## src/inc/ifd_defs.vh

```
// Constants for the instruction format decoder
`ifndef IFD_DEFS_VH
`define IFD_DEFS_VH
`define IFD_INSN_W        12
`define IFD_DATA_W        8
`define IFD_PC_W          10
`define IFD_FILE_W        7
`define IFD_FILE_MAX      7'h7F
`define IFD_LIT8_W        8
`define IFD_LIT9_W        9
`define IFD_PHASES        4
`define IFD_PHASE_LAST    2'h3
`define IFD_NOP_WORD      12'h000
`define IFD_DIR_FILE      3'h6
`define IFD_TIMER_ZERO_ADDR     7'h01
`define IFD_PC_FILE       7'h02
`define IFD_RESET_PC      10'h3FF
`define IFD_CLS_BYTE      2'h0
`define IFD_CLS_BIT       2'h1
`define IFD_CLS_LIT       2'h2
`define IFD_OP_NONE       4'h0
`define IFD_OP_ALU        4'h1
`define IFD_OP_BCLR       4'h2
`define IFD_OP_BSET       4'h3
`define IFD_OP_BTSC       4'h4
`define IFD_OP_BTSS       4'h5
`define IFD_OP_LITW       4'h6
`define IFD_OP_CALL       4'h7
`define IFD_OP_JUMP       4'h8
`define IFD_OP_RETLW      4'h9
`define IFD_OP_RET        4'hA
`define IFD_OP_DIR        4'hB
`define IFD_OP_SKPZ       4'hC
`define IFD_OP_MISC       4'hD
`endif

```

## src/rtl/ifd_field_split.v

```verilog
// Combinational split of one instruction word into class and operand fields
`timescale 1ns/1ps
`include "ifd_defs.vh"
module ifd_field_split
(
	// Instruction word
	input  wire [11:0] insn,
	// Decoded fields
	output reg  [1:0]  cls,
	output reg  [3:0]  op,
	output wire [6:0]  file_sel,
	output wire        dest_file,
	output wire [2:0]  bit_pos,
	output wire [8:0]  lit
);
	// Bits 6:5 of f are don't-care in the five-bit encodings; driven as zero
	assign file_sel  = {2'h0, insn[4:0]}; // [RULE_06]
	assign dest_file = insn[5]; // [RULE_03]
	assign bit_pos   = insn[7:5]; // [RULE_04]
	assign lit       = (insn[11:9] == 3'h5) ? insn[8:0] : {1'h0, insn[7:0]}; // [RULE_05]

	always @*
	begin
		cls = `IFD_CLS_LIT;
		op  = `IFD_OP_NONE;
		if (insn[11:10] == 2'h0) // [RULE_02]
		begin
			cls = `IFD_CLS_BYTE;
			op  = `IFD_OP_ALU;
			if ((insn[9:6] == 4'hB) || (insn[9:6] == 4'hF))
				op = `IFD_OP_SKPZ; // [RULE_08]
			else if (insn[9:5] == 5'h00)
			begin
				cls = `IFD_CLS_LIT;
				if (insn[4:3] == 2'h0 && insn[2:0] != 3'h0)
					op = (insn[2:0] == 3'h6 || insn[2:0] == 3'h7) ? `IFD_OP_DIR : `IFD_OP_MISC;
				else if (insn[4:3] == 2'h3 && insn[2:1] == 2'h3)
					op = `IFD_OP_RET;
				else if (insn[4:0] == 5'h00)
					op = `IFD_OP_NONE;
				else
					op = `IFD_OP_MISC; // [RULE_07]
			end
		end
		else if (insn[11:10] == 2'h1)
		begin
			cls = `IFD_CLS_BIT;
			if (insn[9:8] == 2'h0)
				op = `IFD_OP_BCLR;
			else if (insn[9:8] == 2'h1)
				op = `IFD_OP_BSET;
			else if (insn[9:8] == 2'h2)
				op = `IFD_OP_BTSC;
			else
				op = `IFD_OP_BTSS;
		end
		else if (insn[11:8] == 4'h8)
			op = `IFD_OP_RETLW;
		else if (insn[11:8] == 4'h9)
			op = `IFD_OP_CALL;
		else if (insn[11:9] == 3'h5)
			op = `IFD_OP_JUMP;
		else
			op = `IFD_OP_LITW;
	end
endmodule // ifd_field_split

```

## src/rtl/ifd_sequencer.v

```verilog
// Instruction fetch, decode and cycle sequencing top
`timescale 1ns/1ps
`include "ifd_defs.vh"
// Overview of operation
// [RULE_01] Every instruction is one 12-bit word: opcode plus operand fields.
// [RULE_02] Each word falls into byte, bit, or literal/control class.
// [RULE_03] Byte ops: destination 0 writes accumulator, 1 writes the file register.
// [RULE_04] Bit ops: bit field picks one of eight bits, file field picks register.
// [RULE_05] Literal ops carry an 8-bit or 9-bit constant.
// [RULE_06] File address spans 0x00 to 0x7F; the decoder only forms 0x00 to 0x1F.
// [RULE_07] Don't-care bits never change behaviour.
// [RULE_08] One cycle per instruction; true skip or PC change takes two.
// [RULE_09] One instruction cycle is four core clock periods.
// [RULE_10] After skip or PC load the fetched next word executes as no-operation.
// [RULE_11] Every PC write except the jump clears PC bit 8.
// [RULE_12] Port read-modify-write sources pin levels, not the output latch.
// [RULE_13] Direction load with file 6 copies accumulator to first port latches.
// [RULE_14] A write to timer zero clears the prescaler when assigned to it.
module ifd_sequencer
#(
	parameter PC_W = 10
)
(
	// Clock and reset
	input  wire            core_clk,
	input  wire            rst_b,
	input  wire            clk_en,
	// Program memory
	input  wire [11:0]     prog_word,
	output reg  [PC_W-1:0] prog_addr,
	// Datapath status inputs
	input  wire            alu_zero,
	input  wire [7:0]      file_rdata,
	input  wire [6:0]      port_file_sel,
	input  wire            prescale_to_timer,
	input  wire [PC_W-1:0] stack_top,
	input  wire [7:0]      acc_value,
	// Datapath controls
	output reg  [1:0]      insn_class_r,
	output reg  [3:0]      insn_op_r,
	output reg  [6:0]      file_addr_r,
	output reg  [2:0]      bit_sel_r,
	output reg  [8:0]      literal_r,
	output reg             wr_acc_r,
	output reg             wr_file_r,
	output reg             use_pins_r,
	output reg             exec_r,
	output reg  [1:0]      phase_r,
	output reg             stack_push_r,
	output reg             stack_pop_r,
	output reg             first_port_dir_we_r,
	output reg  [7:0]      first_port_dir_r,
	output reg             prescale_clr_r
);
	wire [1:0] cls;
	wire [3:0] op;
	wire [6:0] fsel;
	wire       dfile;
	wire [2:0] bpos;
	wire [8:0] lit;

	reg [11:0]     ir_r;
	reg            flush_r;
	reg [PC_W-1:0] pc_r;

	ifd_field_split u_split
	(
		.insn      (ir_r),
		.cls       (cls),
		.op        (op),
		.file_sel  (fsel),
		.dest_file (dfile),
		.bit_pos   (bpos),
		.lit       (lit)
	);

	// Bit-test outcome on the operand read in phase 3
	wire bit_val  = file_rdata[bpos]; // [RULE_04]
	wire skip_hit = ((op == `IFD_OP_BTSC) && !bit_val) ||
			((op == `IFD_OP_BTSS) && bit_val) ||
			((op == `IFD_OP_SKPZ) && alu_zero); // [RULE_08]
	wire pc_load  = (op == `IFD_OP_JUMP) || (op == `IFD_OP_CALL) ||
			(op == `IFD_OP_RETLW) || (op == `IFD_OP_RET);
	wire writes_f = ((cls == `IFD_CLS_BYTE) && dfile && (op != `IFD_OP_NONE)) ||
			(op == `IFD_OP_BCLR) || (op == `IFD_OP_BSET);
	wire pc_is_f  = writes_f && (fsel == `IFD_PC_FILE);

	// Next sequential fetch address
	function [PC_W-1:0] pc_step;
		input [PC_W-1:0] addr;
		begin
			pc_step = addr + {{(PC_W-1){1'b0}}, 1'b1};
		end
	endfunction

	// A true skip steps once: the flush already drops the fetched word
	reg [PC_W-1:0] pc_nxt;
	always @*
	begin
		pc_nxt = pc_step(pc_r); // [RULE_10]
		if (op == `IFD_OP_JUMP)
			pc_nxt = {pc_r[PC_W-1:9], lit}; // keeps bit 8 from the literal
		else if (op == `IFD_OP_CALL)
			pc_nxt = {pc_r[PC_W-1:9], 1'b0, lit[7:0]}; // [RULE_11]
		else if (op == `IFD_OP_RETLW || op == `IFD_OP_RET)
			pc_nxt = {stack_top[PC_W-1:9], 1'b0, stack_top[7:0]}; // [RULE_11]
		else if (pc_is_f)
			pc_nxt = {pc_r[PC_W-1:9], 1'b0, acc_value}; // [RULE_11]
	end

	always @(posedge core_clk or negedge rst_b)
	begin
		if (!rst_b)
		begin
			phase_r             <= 2'h0;
			ir_r                <= `IFD_NOP_WORD;
			flush_r             <= 1'b1;
			pc_r                <= {PC_W{1'b1}};
			prog_addr           <= {PC_W{1'b1}};
			insn_class_r        <= `IFD_CLS_LIT;
			insn_op_r           <= `IFD_OP_NONE;
			file_addr_r         <= 7'h00;
			bit_sel_r           <= 3'h0;
			literal_r           <= 9'h000;
			wr_acc_r            <= 1'b0;
			wr_file_r           <= 1'b0;
			use_pins_r          <= 1'b0;
			exec_r              <= 1'b0;
			stack_push_r        <= 1'b0;
			stack_pop_r         <= 1'b0;
			first_port_dir_we_r <= 1'b0;
			first_port_dir_r    <= 8'hFF;
			prescale_clr_r      <= 1'b0;
		end
		else if (clk_en)
		begin
			phase_r             <= phase_r + 2'h1; // [RULE_09]
			exec_r              <= 1'b0;
			wr_acc_r            <= 1'b0;
			wr_file_r           <= 1'b0;
			stack_push_r        <= 1'b0;
			stack_pop_r         <= 1'b0;
			first_port_dir_we_r <= 1'b0;
			prescale_clr_r      <= 1'b0;
			if (phase_r == 2'h0)
			begin
				insn_class_r <= cls;
				insn_op_r    <= flush_r ? `IFD_OP_NONE : op; // [RULE_10]
				file_addr_r  <= fsel & `IFD_FILE_MAX; // [RULE_06]
				bit_sel_r    <= bpos;
				literal_r    <= lit;
				use_pins_r   <= !flush_r && writes_f && (fsel == port_file_sel); // [RULE_12]
			end
			if (phase_r == `IFD_PHASE_LAST)
			begin
				// At most one execute pulse per four clocks, none in a flushed cycle
				exec_r <= !flush_r; // [RULE_08]
				if (!flush_r)
				begin
					wr_file_r    <= writes_f; // [RULE_03]
					wr_acc_r     <= ((cls == `IFD_CLS_BYTE) && !dfile &&
							(op == `IFD_OP_ALU || op == `IFD_OP_SKPZ)) ||
							(op == `IFD_OP_LITW) || (op == `IFD_OP_RETLW); // [RULE_03]
					stack_push_r <= (op == `IFD_OP_CALL);
					stack_pop_r  <= (op == `IFD_OP_RETLW) || (op == `IFD_OP_RET);
					if ((op == `IFD_OP_DIR) && (ir_r[2:0] == `IFD_DIR_FILE))
					begin
						first_port_dir_we_r <= 1'b1; // [RULE_13]
						first_port_dir_r    <= acc_value; // [RULE_13]
					end
					prescale_clr_r <= prescale_to_timer && writes_f &&
							(fsel == `IFD_TIMER_ZERO_ADDR); // [RULE_14]
					pc_r      <= pc_nxt;
					prog_addr <= pc_nxt;
				end
				else
				begin
					pc_r      <= pc_step(pc_r);
					prog_addr <= pc_step(pc_r);
				end
				// Fetched word is discarded on a skip or branch
				flush_r <= !flush_r && (skip_hit || pc_load || pc_is_f); // [RULE_10]
				ir_r    <= prog_word; // [RULE_01]
			end
		end
	end
endmodule // ifd_sequencer

```

## config.mk

```make
export PLATFORM = sky130hd
export DESIGN_NAME = ifd_sequencer
export DESIGN_NICKNAME = d
export VERILOG_FILES = /design/src/rtl/ifd_field_split.v /design/src/rtl/ifd_sequencer.v
export VERILOG_INCLUDE_DIRS = /design/src /design/src/inc
export SDC_FILE = /design/constraint.sdc
export NUM_CORES = 1
export LEC_CHECK = 0
export BUFFER_PORTS_ARGS = -buffer_cell sky130_fd_sc_hd__buf_4
export CAP_MARGIN = 20
export CORE_MARGIN = 2
export CORE_UTILIZATION = 50
export CTS_CLUSTER_SIZE = 30
export DETAILED_ROUTE_END_ITERATION = 12
export MAX_ROUTING_LAYER = met4
export PLACE_DENSITY = 0.84
export SLEW_MARGIN = 25
export SYNTH_ARGS = -nofsm -noshare
export SYNTH_HDL_FRONTEND = slang
export SYNTH_SLANG_ARGS = --single-unit
```

## constraint.sdc

```tcl
create_clock -name core_clk -period 3.7 [get_ports core_clk]
set_clock_uncertainty 0.2 [all_clocks]
set_input_delay 0.37 -clock core_clk [delete_from_list [all_inputs] [get_ports core_clk]]
set_output_delay 0.37 -clock core_clk [all_outputs]
set_load 0.03 [all_outputs]
```

==> impl_metrics.ini, run 1 <==
[cells_and_area]
utilization_pct = 64.0
fin_nets = 500
syn_to_final_growth_pct = 23.0
layout_commonest_cell = buf_4
drive_gt1_share_pct = 34.6
diodes = 0
layout_common_cells = 104 x buf_4, 74 x nand2_1, 36 x dfrtp_1

[synth]
synth.distinct_cells = 60
synthesis.instances = 368
yosysSeqAreaShare_pct = 42.7
ys.flop_type = dfrtp_1
syn_area_um2 = 3340
synth_area_leaders = dfrtp_1 27%, dfstp_2 16%, nand2_1 8.3%
yosysTopAreaCell = dfrtp_1
avgSynthCellArea_um2 = 9.07
yosys_warnings = 0
synth-edff-count = 0
synth-seq-cells = 56
synth_top_cell_area_share_pct = 27.0
async_flop_share_pct = 100

[worst_setup_path]
cp.arrival_ns = 3.44
reg2reg_setup_slack_ns = 0.30
startpoint = ir_r[9]$_DFFE_PN0P_
crit_path_end = prog_addr[9]$_DFFE_PN1P_
worst_setup_path_start_kind = register
reg2reg_from = ir_r[9]$_DFFE_PN0P_
rr_worst_depth = 7
cp_max_fo = 13
required_ns = 3.74
critPathCaptureType = register
reg2reg_to = prog_addr[9]$_DFFE_PN1P_
critical_path_class = reg -> reg

[grt]
grt_overflow = 0
top_usage_layer = met2
grt_start_max_net_pins = 57
grt.met1_usage_pct = 34.1
grt_pass1_wl_mm = 14.3
grt_pass1_vias = 2965
antenna_found_initial = 0
use_met2_pct = 39.5
grt_use_total_pct = 25.1
grt_use_met3_pct = 3.27

[sta]
fin_crit_ns = 3.40
rsz0062_at_grt = false
drv_slew = 0
post-route-period-util_pct = 91.9
finalSetupViolCount = 0
hold_violations = 0
relSlewSlack_pct = 52.6
fin_tns_setup_ns = 0
worst_pin_slew_ns = 0.709
max_freq_mhz = 294

[power_and_ir_drop]
power.density_nw_per_um2 = 863
ir_worst_vdd_mv = 0.371
leakage_nw = 1.95

[routing]
wirelength_mm = 8.78
drt-initial-drc-count = 256
drc = 8
ant_nets = 0
dr.pass1.iters = 9
vias = 3064
vias_per_cell = 5.84
wl_per_cell_um = 16.7

[cts]
clk_latency_ns = 0.31
htree_levels = 2
clk_pin_slew_ns = 0.11
cts-root-buf = clkbuf_8
cts_sinks = 56
cts-buffers-inserted = 5
cts_tree = yes
clockBufferDepth = 2

[run_status]
violations = DRC
outcome = finished, violations left

[job]
maxCapViolations = 0

[floorplanning]
die_height_um = 85.7
num_io_pins = 103
rows = 29
die_w_um = 85.7
start_util_pct = 52.0
core_um2 = 6420
dieArea_um2 = 7350

[placement]
portBuffers = 99
hpwl_mm = 6.49
routabilityCongestion = 0.934

[hold_path]
hold_path_class = in -> reg
how the worst min path moves through the flow:
stage | start | to | slack (ns) | cells past startpoint
floorplan | rst_b | bit_sel_r[0]$_DFFE_PN0P_ | -0.13 | 0
global placement | rst_b | ir_r[3]$_DFFE_PN0P_ | 0.26 | 1
detailed placement | rst_b | ir_r[7]$_DFFE_PN0P_ | 0.27 | 1
CTS | prog_word[11] | ir_r[11]$_DFFE_PN0P_ | 0.05 | 3
global route | prog_word[6] | ir_r[6]$_DFFE_PN0P_ | 0.05 | 3
finish | prog_word[7] | ir_r[7]$_DFFE_PN0P_ | 0.05 | 3
through the flow:
| step | hold slack, ns | cell area (µm²) | power [mW] | worst slack, ns | std cells |
|---|---|---|---|---|---|
| floorplan | -0.126 | 3340 | 2.65 | 0.821 | 369 |
| global placement | 0.259 | 4010 | 3.13 | 0.545 | 516 |
| detailed placement | 0.265 | 4010 | 3.19 | 0.430 | 516 |
| CTS | 0.0478 | 4110 | 3.54 | 0.432 | 525 |
| global route | 0.0484 | 4110 | 3.80 | 0.0982 | 525 |
| finish | 0.0525 | 4110 | 3.55 | 0.301 | 525 |
kinds of logic (layout without fill, tap and decap cells):
group	count (synthesis)	in the layout	share of synthesized area [%]
buf+inv	48	127	7.98
mux	19	19	7.01
simple gates	135	135	18.8
flops	56	56	42.7
xor+xnor	13	13	3.41
other cells	1	2	0.112
fa+ha+maj	3	3	1.12
compound gates	93	93	18.8
state kept, by name, summed over array words and instances (netlist names), 2 cells and up:
name,count
insn_class_r,2
first_port_dir_r,8
bit_sel_r,2
phase_r,2
ir_r,12
prog_addr,10
insn_op_r,4
literal_r,7
layer usage:
layer / wire length (µm) / share of wire, %
met1: 3900 / 44
met2: 4180 / 48
met3: 588 / 6.7
met4: 116 / 1.3
met5: 0 / 0
cell usage after synthesis (2+ instances only):
library cell and n:
a21o_1 3, a21oi_1 16, a221o_1 3, a221oi_1 6, a22o_1 2, and2_1 2
and3_1 5, buf_2 3, buf_4 12, buf_6 5, clkbuf_1 13, dfrtp_1 36
dfstp_2 20, ha_1 3, inv_1 14, mux2_2 14, mux2i_1 2, mux4_2 2
nand2_1 74, nand2b_1 3, nand3_1 13, nand4b_1 2, nor2_1 16, nor2b_1 4
nor3_1 4, nor4_1 2, o211ai_1 6, o21a_1 3, o21ai_0 27, o21bai_1 2
o221ai_1 3, o22ai_1 9, xnor2_1 5, xor2_1 8
power breakdown:
| group | switching [mW] | internal, mW |
|---|---|---|
| clock | 0.202 | 0.150 |
| sequential | 0.337 | 0.871 |
| combinational | 1.18 | 0.803 |
| total | 1.72 | 1.82 |
area by class of cell:
cell class	instances	area (µm²)
Tap cell	77	96.3
Inverter	14	52.6
Clock buffer	6	82.6
Multi-Input combinational cell	265	1650
Sequential cell	56	1430
Fill cell	560	2310
Timing Repair Buffer	105	791
Clock inverter	2	10.0
worst max-delay path, stage by stage (launching register included):
cell and delay [ns]:
dfrtp_1 0.53, nor4_2 0.56, nand2_1 0.19, o22ai_1 0.41, o21ai_1 0.29, nor2b_1 0.54
a211oi_1 0.18, o41a_1 0.43
repair_timing:
| action | in CTS | in global routing |
|---|---|---|
| gates resized for setup | 0 | 0 |
| setup endpoints to repair | 0 | 0 |
| hold buffers | 1 | 0 |
| hold endpoints to repair | 36 | 0 |
| buffers inserted | 0 | 0 |
Note: power is estimated with default switching activity, not from simulation.
==> run 2: changes to the inputs <==
ABC_AREA = 1   (was default)
==> run 2 against run 1 <==
  * The flow now finishes without violations
  * Register-to-register slack better by 0.89 ns
  * Synthesized area grew 1.4%
  * Synthesized cell count up 27%
  * Sequential power fell by 7%
  * Routed wire length increased by 4.1%
  * Largest cell class unchanged
  * Cell count is 20% higher
  * Clock power increased by 12%
  * Critical endpoint is now first_port_dir_r[7]$_DFFE_PN1P_
  * Total power increased by 5.7%
  * First-iteration DRC count shrank 40%
==> impl_metrics.ini, run 2 <==
[synth]
synthXorXnorAreaFrac_pct = 2.07
synth-seq-cells = 56
synth_common_cells = 149 x nand2_1, 55 x inv_1, 52 x o21ai_0
syn_area_um2 = 3390
synth_top_cell_area_share_pct = 26.6
synthesis.instances = 467
synth_compound_area_share_pct = 12.6
synthSimpleGateAreaFrac_pct = 31.1
yosys.cell_count.top_type = nand2_1
yosys_warnings = 0
synth_fa_ha_area_share_pct = 1.11
yosysSeqAreaShare_pct = 42.1
synth_mux_area_share_pct = 0
async_flop_share_pct = 100
synth_area_leaders = dfrtp_1 27%, nand2_1 17%, dfstp_2 16%
ys.flop_type = dfrtp_1
synth.distinct_cells = 37
yosysTopAreaCell = dfrtp_1
avgSynthCellArea_um2 = 7.25
synth-edff-count = 0
synth_top_family_by_area = simple AND/OR/NAND/NOR gates

[cells_and_area]
fin_nets = 607
layout_common_cells = 149 x nand2_1, 100 x buf_4, 55 x inv_1
syn_to_final_growth_pct = 24.6
fillers = 581
diodes = 0
regArea_um2 = 1430
final_area_um2 = 4220
layout_commonest_cell = nand2_1
largestRegisters = ir_r (12), prog_addr (10), first_port_dir_r (8)
multiInputGateArea_um2 = 1590
largest_reg_flops = 12
drive_gt1_share_pct = 28.6
regMostFlops = ir_r

[routing]
ant_nets = 0
drt-initial-drc-count = 154
wl_per_cell_um = 14.5
wirelength_mm = 9.15
drc = 0
dr.pass1.iters = 5
vias_per_cell = 5.21
vias = 3294

[cts]
cts_resized = 0
clk_pin_slew_ns = 0.10
clk_latency_ns = 0.31
cts-buffers-inserted = 5
cts-root-buf = clkbuf_8
htree_levels = 2
clockBufferDepth = 2
cts_sinks = 56
cts_tree = yes

[power_and_ir_drop]
power_mw = 3.75
power.density_nw_per_um2 = 889
ir_worst_vdd_mv = 0.485
leakage_nw = 2.20

[placement]
portBuffers = 99
routabilityCongestion = 0.917
hpwl_mm = 7.12
postPlaceCellArea_um2 = 4100

[sta]
rsz0062_at_grt = false
post-route-period-util_pct = 67.7
drv_slew = 0
worst_pin_slew_ns = 0.856
finalSetupViolCount = 0
relSlewSlack_pct = 42.7
max_freq_mhz = 399
fin_tns_setup_ns = 0
hold_slack_ns = 0.0656
fin_crit_ns = 2.50
hold_violations = 0

[worst_setup_path]
cp.arrival_ns = 2.55
crit_top_cell = nand2_1
critPathCaptureType = register
required_ns = 3.75
worst_setup_path_start_kind = register
cp_max_fo = 13
cp_cell_sequence = ha_1, nand2_1, nor2_1, inv_1, nor4_4, nand2_2, nand2_1, o21ai_2
startpoint = phase_r[0]$_DFFE_PN0P_
slowest_stage = nor4_4
reg2reg_from = phase_r[0]$_DFFE_PN0P_
max_stage_delay_ns = 0.45
critical_path_class = reg -> reg

[run_status]
outcome = complete, no violations

[job]
maxCapViolations = 0

[grt]
grt_start_max_net_pins = 57
grt_pass1_wl_mm = 14.9
grt_use_total_pct = 26.1
grt_pass1_vias = 3102
grt_overflow = 0
antenna_found_initial = 0

[floorplanning]
core_um2 = 6460
dieArea_um2 = 7450
num_io_pins = 103
rows = 29
start_util_pct = 52.4
die_height_um = 86.3
die_w_um = 86.3

[hold_path]
min_from = prog_word[11]
hold_path_class = in -> reg
## run 2: changes by cell type in the layout (fill, tap and decap cells not counted), sizes merged, moves of 7 or more
cell   change
inv       +46
nor2       +7
a21oi     -10
o21ai     +30
nand2     +85
nand3     +28
mux2      -15
## run 2: path summary, 6_finish.rpt
check | end | slack [ns] | cells after the start
max | first_port_dir_r[7]$_DFFE_PN1P_ | 1.20 | 8
min | ir_r[11]$_DFFE_PN0P_ | 0.07 | 3
max reg2reg | first_port_dir_r[7]$_DFFE_PN1P_ | 1.20 | 8
min reg2reg | first_port_dir_r[2]$_DFFE_PN1P_ | 0.28 | 2
max in group asynchronous | literal_r[0]$_DFFE_PN0P_ | 2.42 | 2
min in group asynchronous | ir_r[8]$_DFFE_PN0P_ | 0.44 | 2
## run 2: final cells by class
type | instances | area share, %
Sequential cell | 56 | 33.8
Inverter | 62 | 5.52
Multi-Input combinational cell | 328 | 37.8
Clock inverter | 2 | 0.831
Tap cell | 77 | 2.28
Clock buffer | 6 | 1.72
Timing Repair Buffer | 101 | 18.0
## run 2: through the flow
step | util (%) | setup slack [ns] | cells
after floorplan | - | 1.55 | 468
after global placement | 63.5 | 1.34 | 623
after detailed placement | 63.5 | 1.27 | 623
after CTS | 65.3 | 1.23 | 632
after global routing | 65.3 | 1.03 | 632
final | 65.3 | 1.20 | 632
## run 2: layer usage
layer  up-vias  global-route usage [%]  part of all wire [%]
met1      1518                    35.2                    46
li1       1651                       -                     -
met3        13                    3.52                   5.9
met2       112                    42.0                    47
met5         -                       -                     0
met4         0                    6.39                   1.2
## run 2: power by group
group	switching [mW]	internal, mW	total [mW]	leakage, nW
logic	1.49	0.728	2.22	1.48
registers	0.247	0.888	1.13	0.666
clock network	0.196	0.201	0.397	0.0552
## run 2: repair_timing
action	4_1_cts	5_1_grt
hold buffers	1	0
buffers inserted	0	0
hold endpoints to repair	36	0
## run 2: kinds of logic (layout without fill, tap and decap cells)
logic type,Yosys count,in the layout
simple gates,240,240
buf+inv,84,171
compound gates,75,75
flops,56,56
xor+xnor,8,8
fa+ha+maj,3,3
other cells,1,2
## run 2: worst max-delay path, delay by kind of cell (launching register included)
family / cells / cell delay [ns]
adder cells (fa/ha/maj): 1 / 0.18
AND/OR/NAND/NOR: 5 / 1.29
flip-flops: 1 / 0.42
AO/OA/AOI/OAI: 1 / 0.06
buffers and inverters: 1 / 0.29
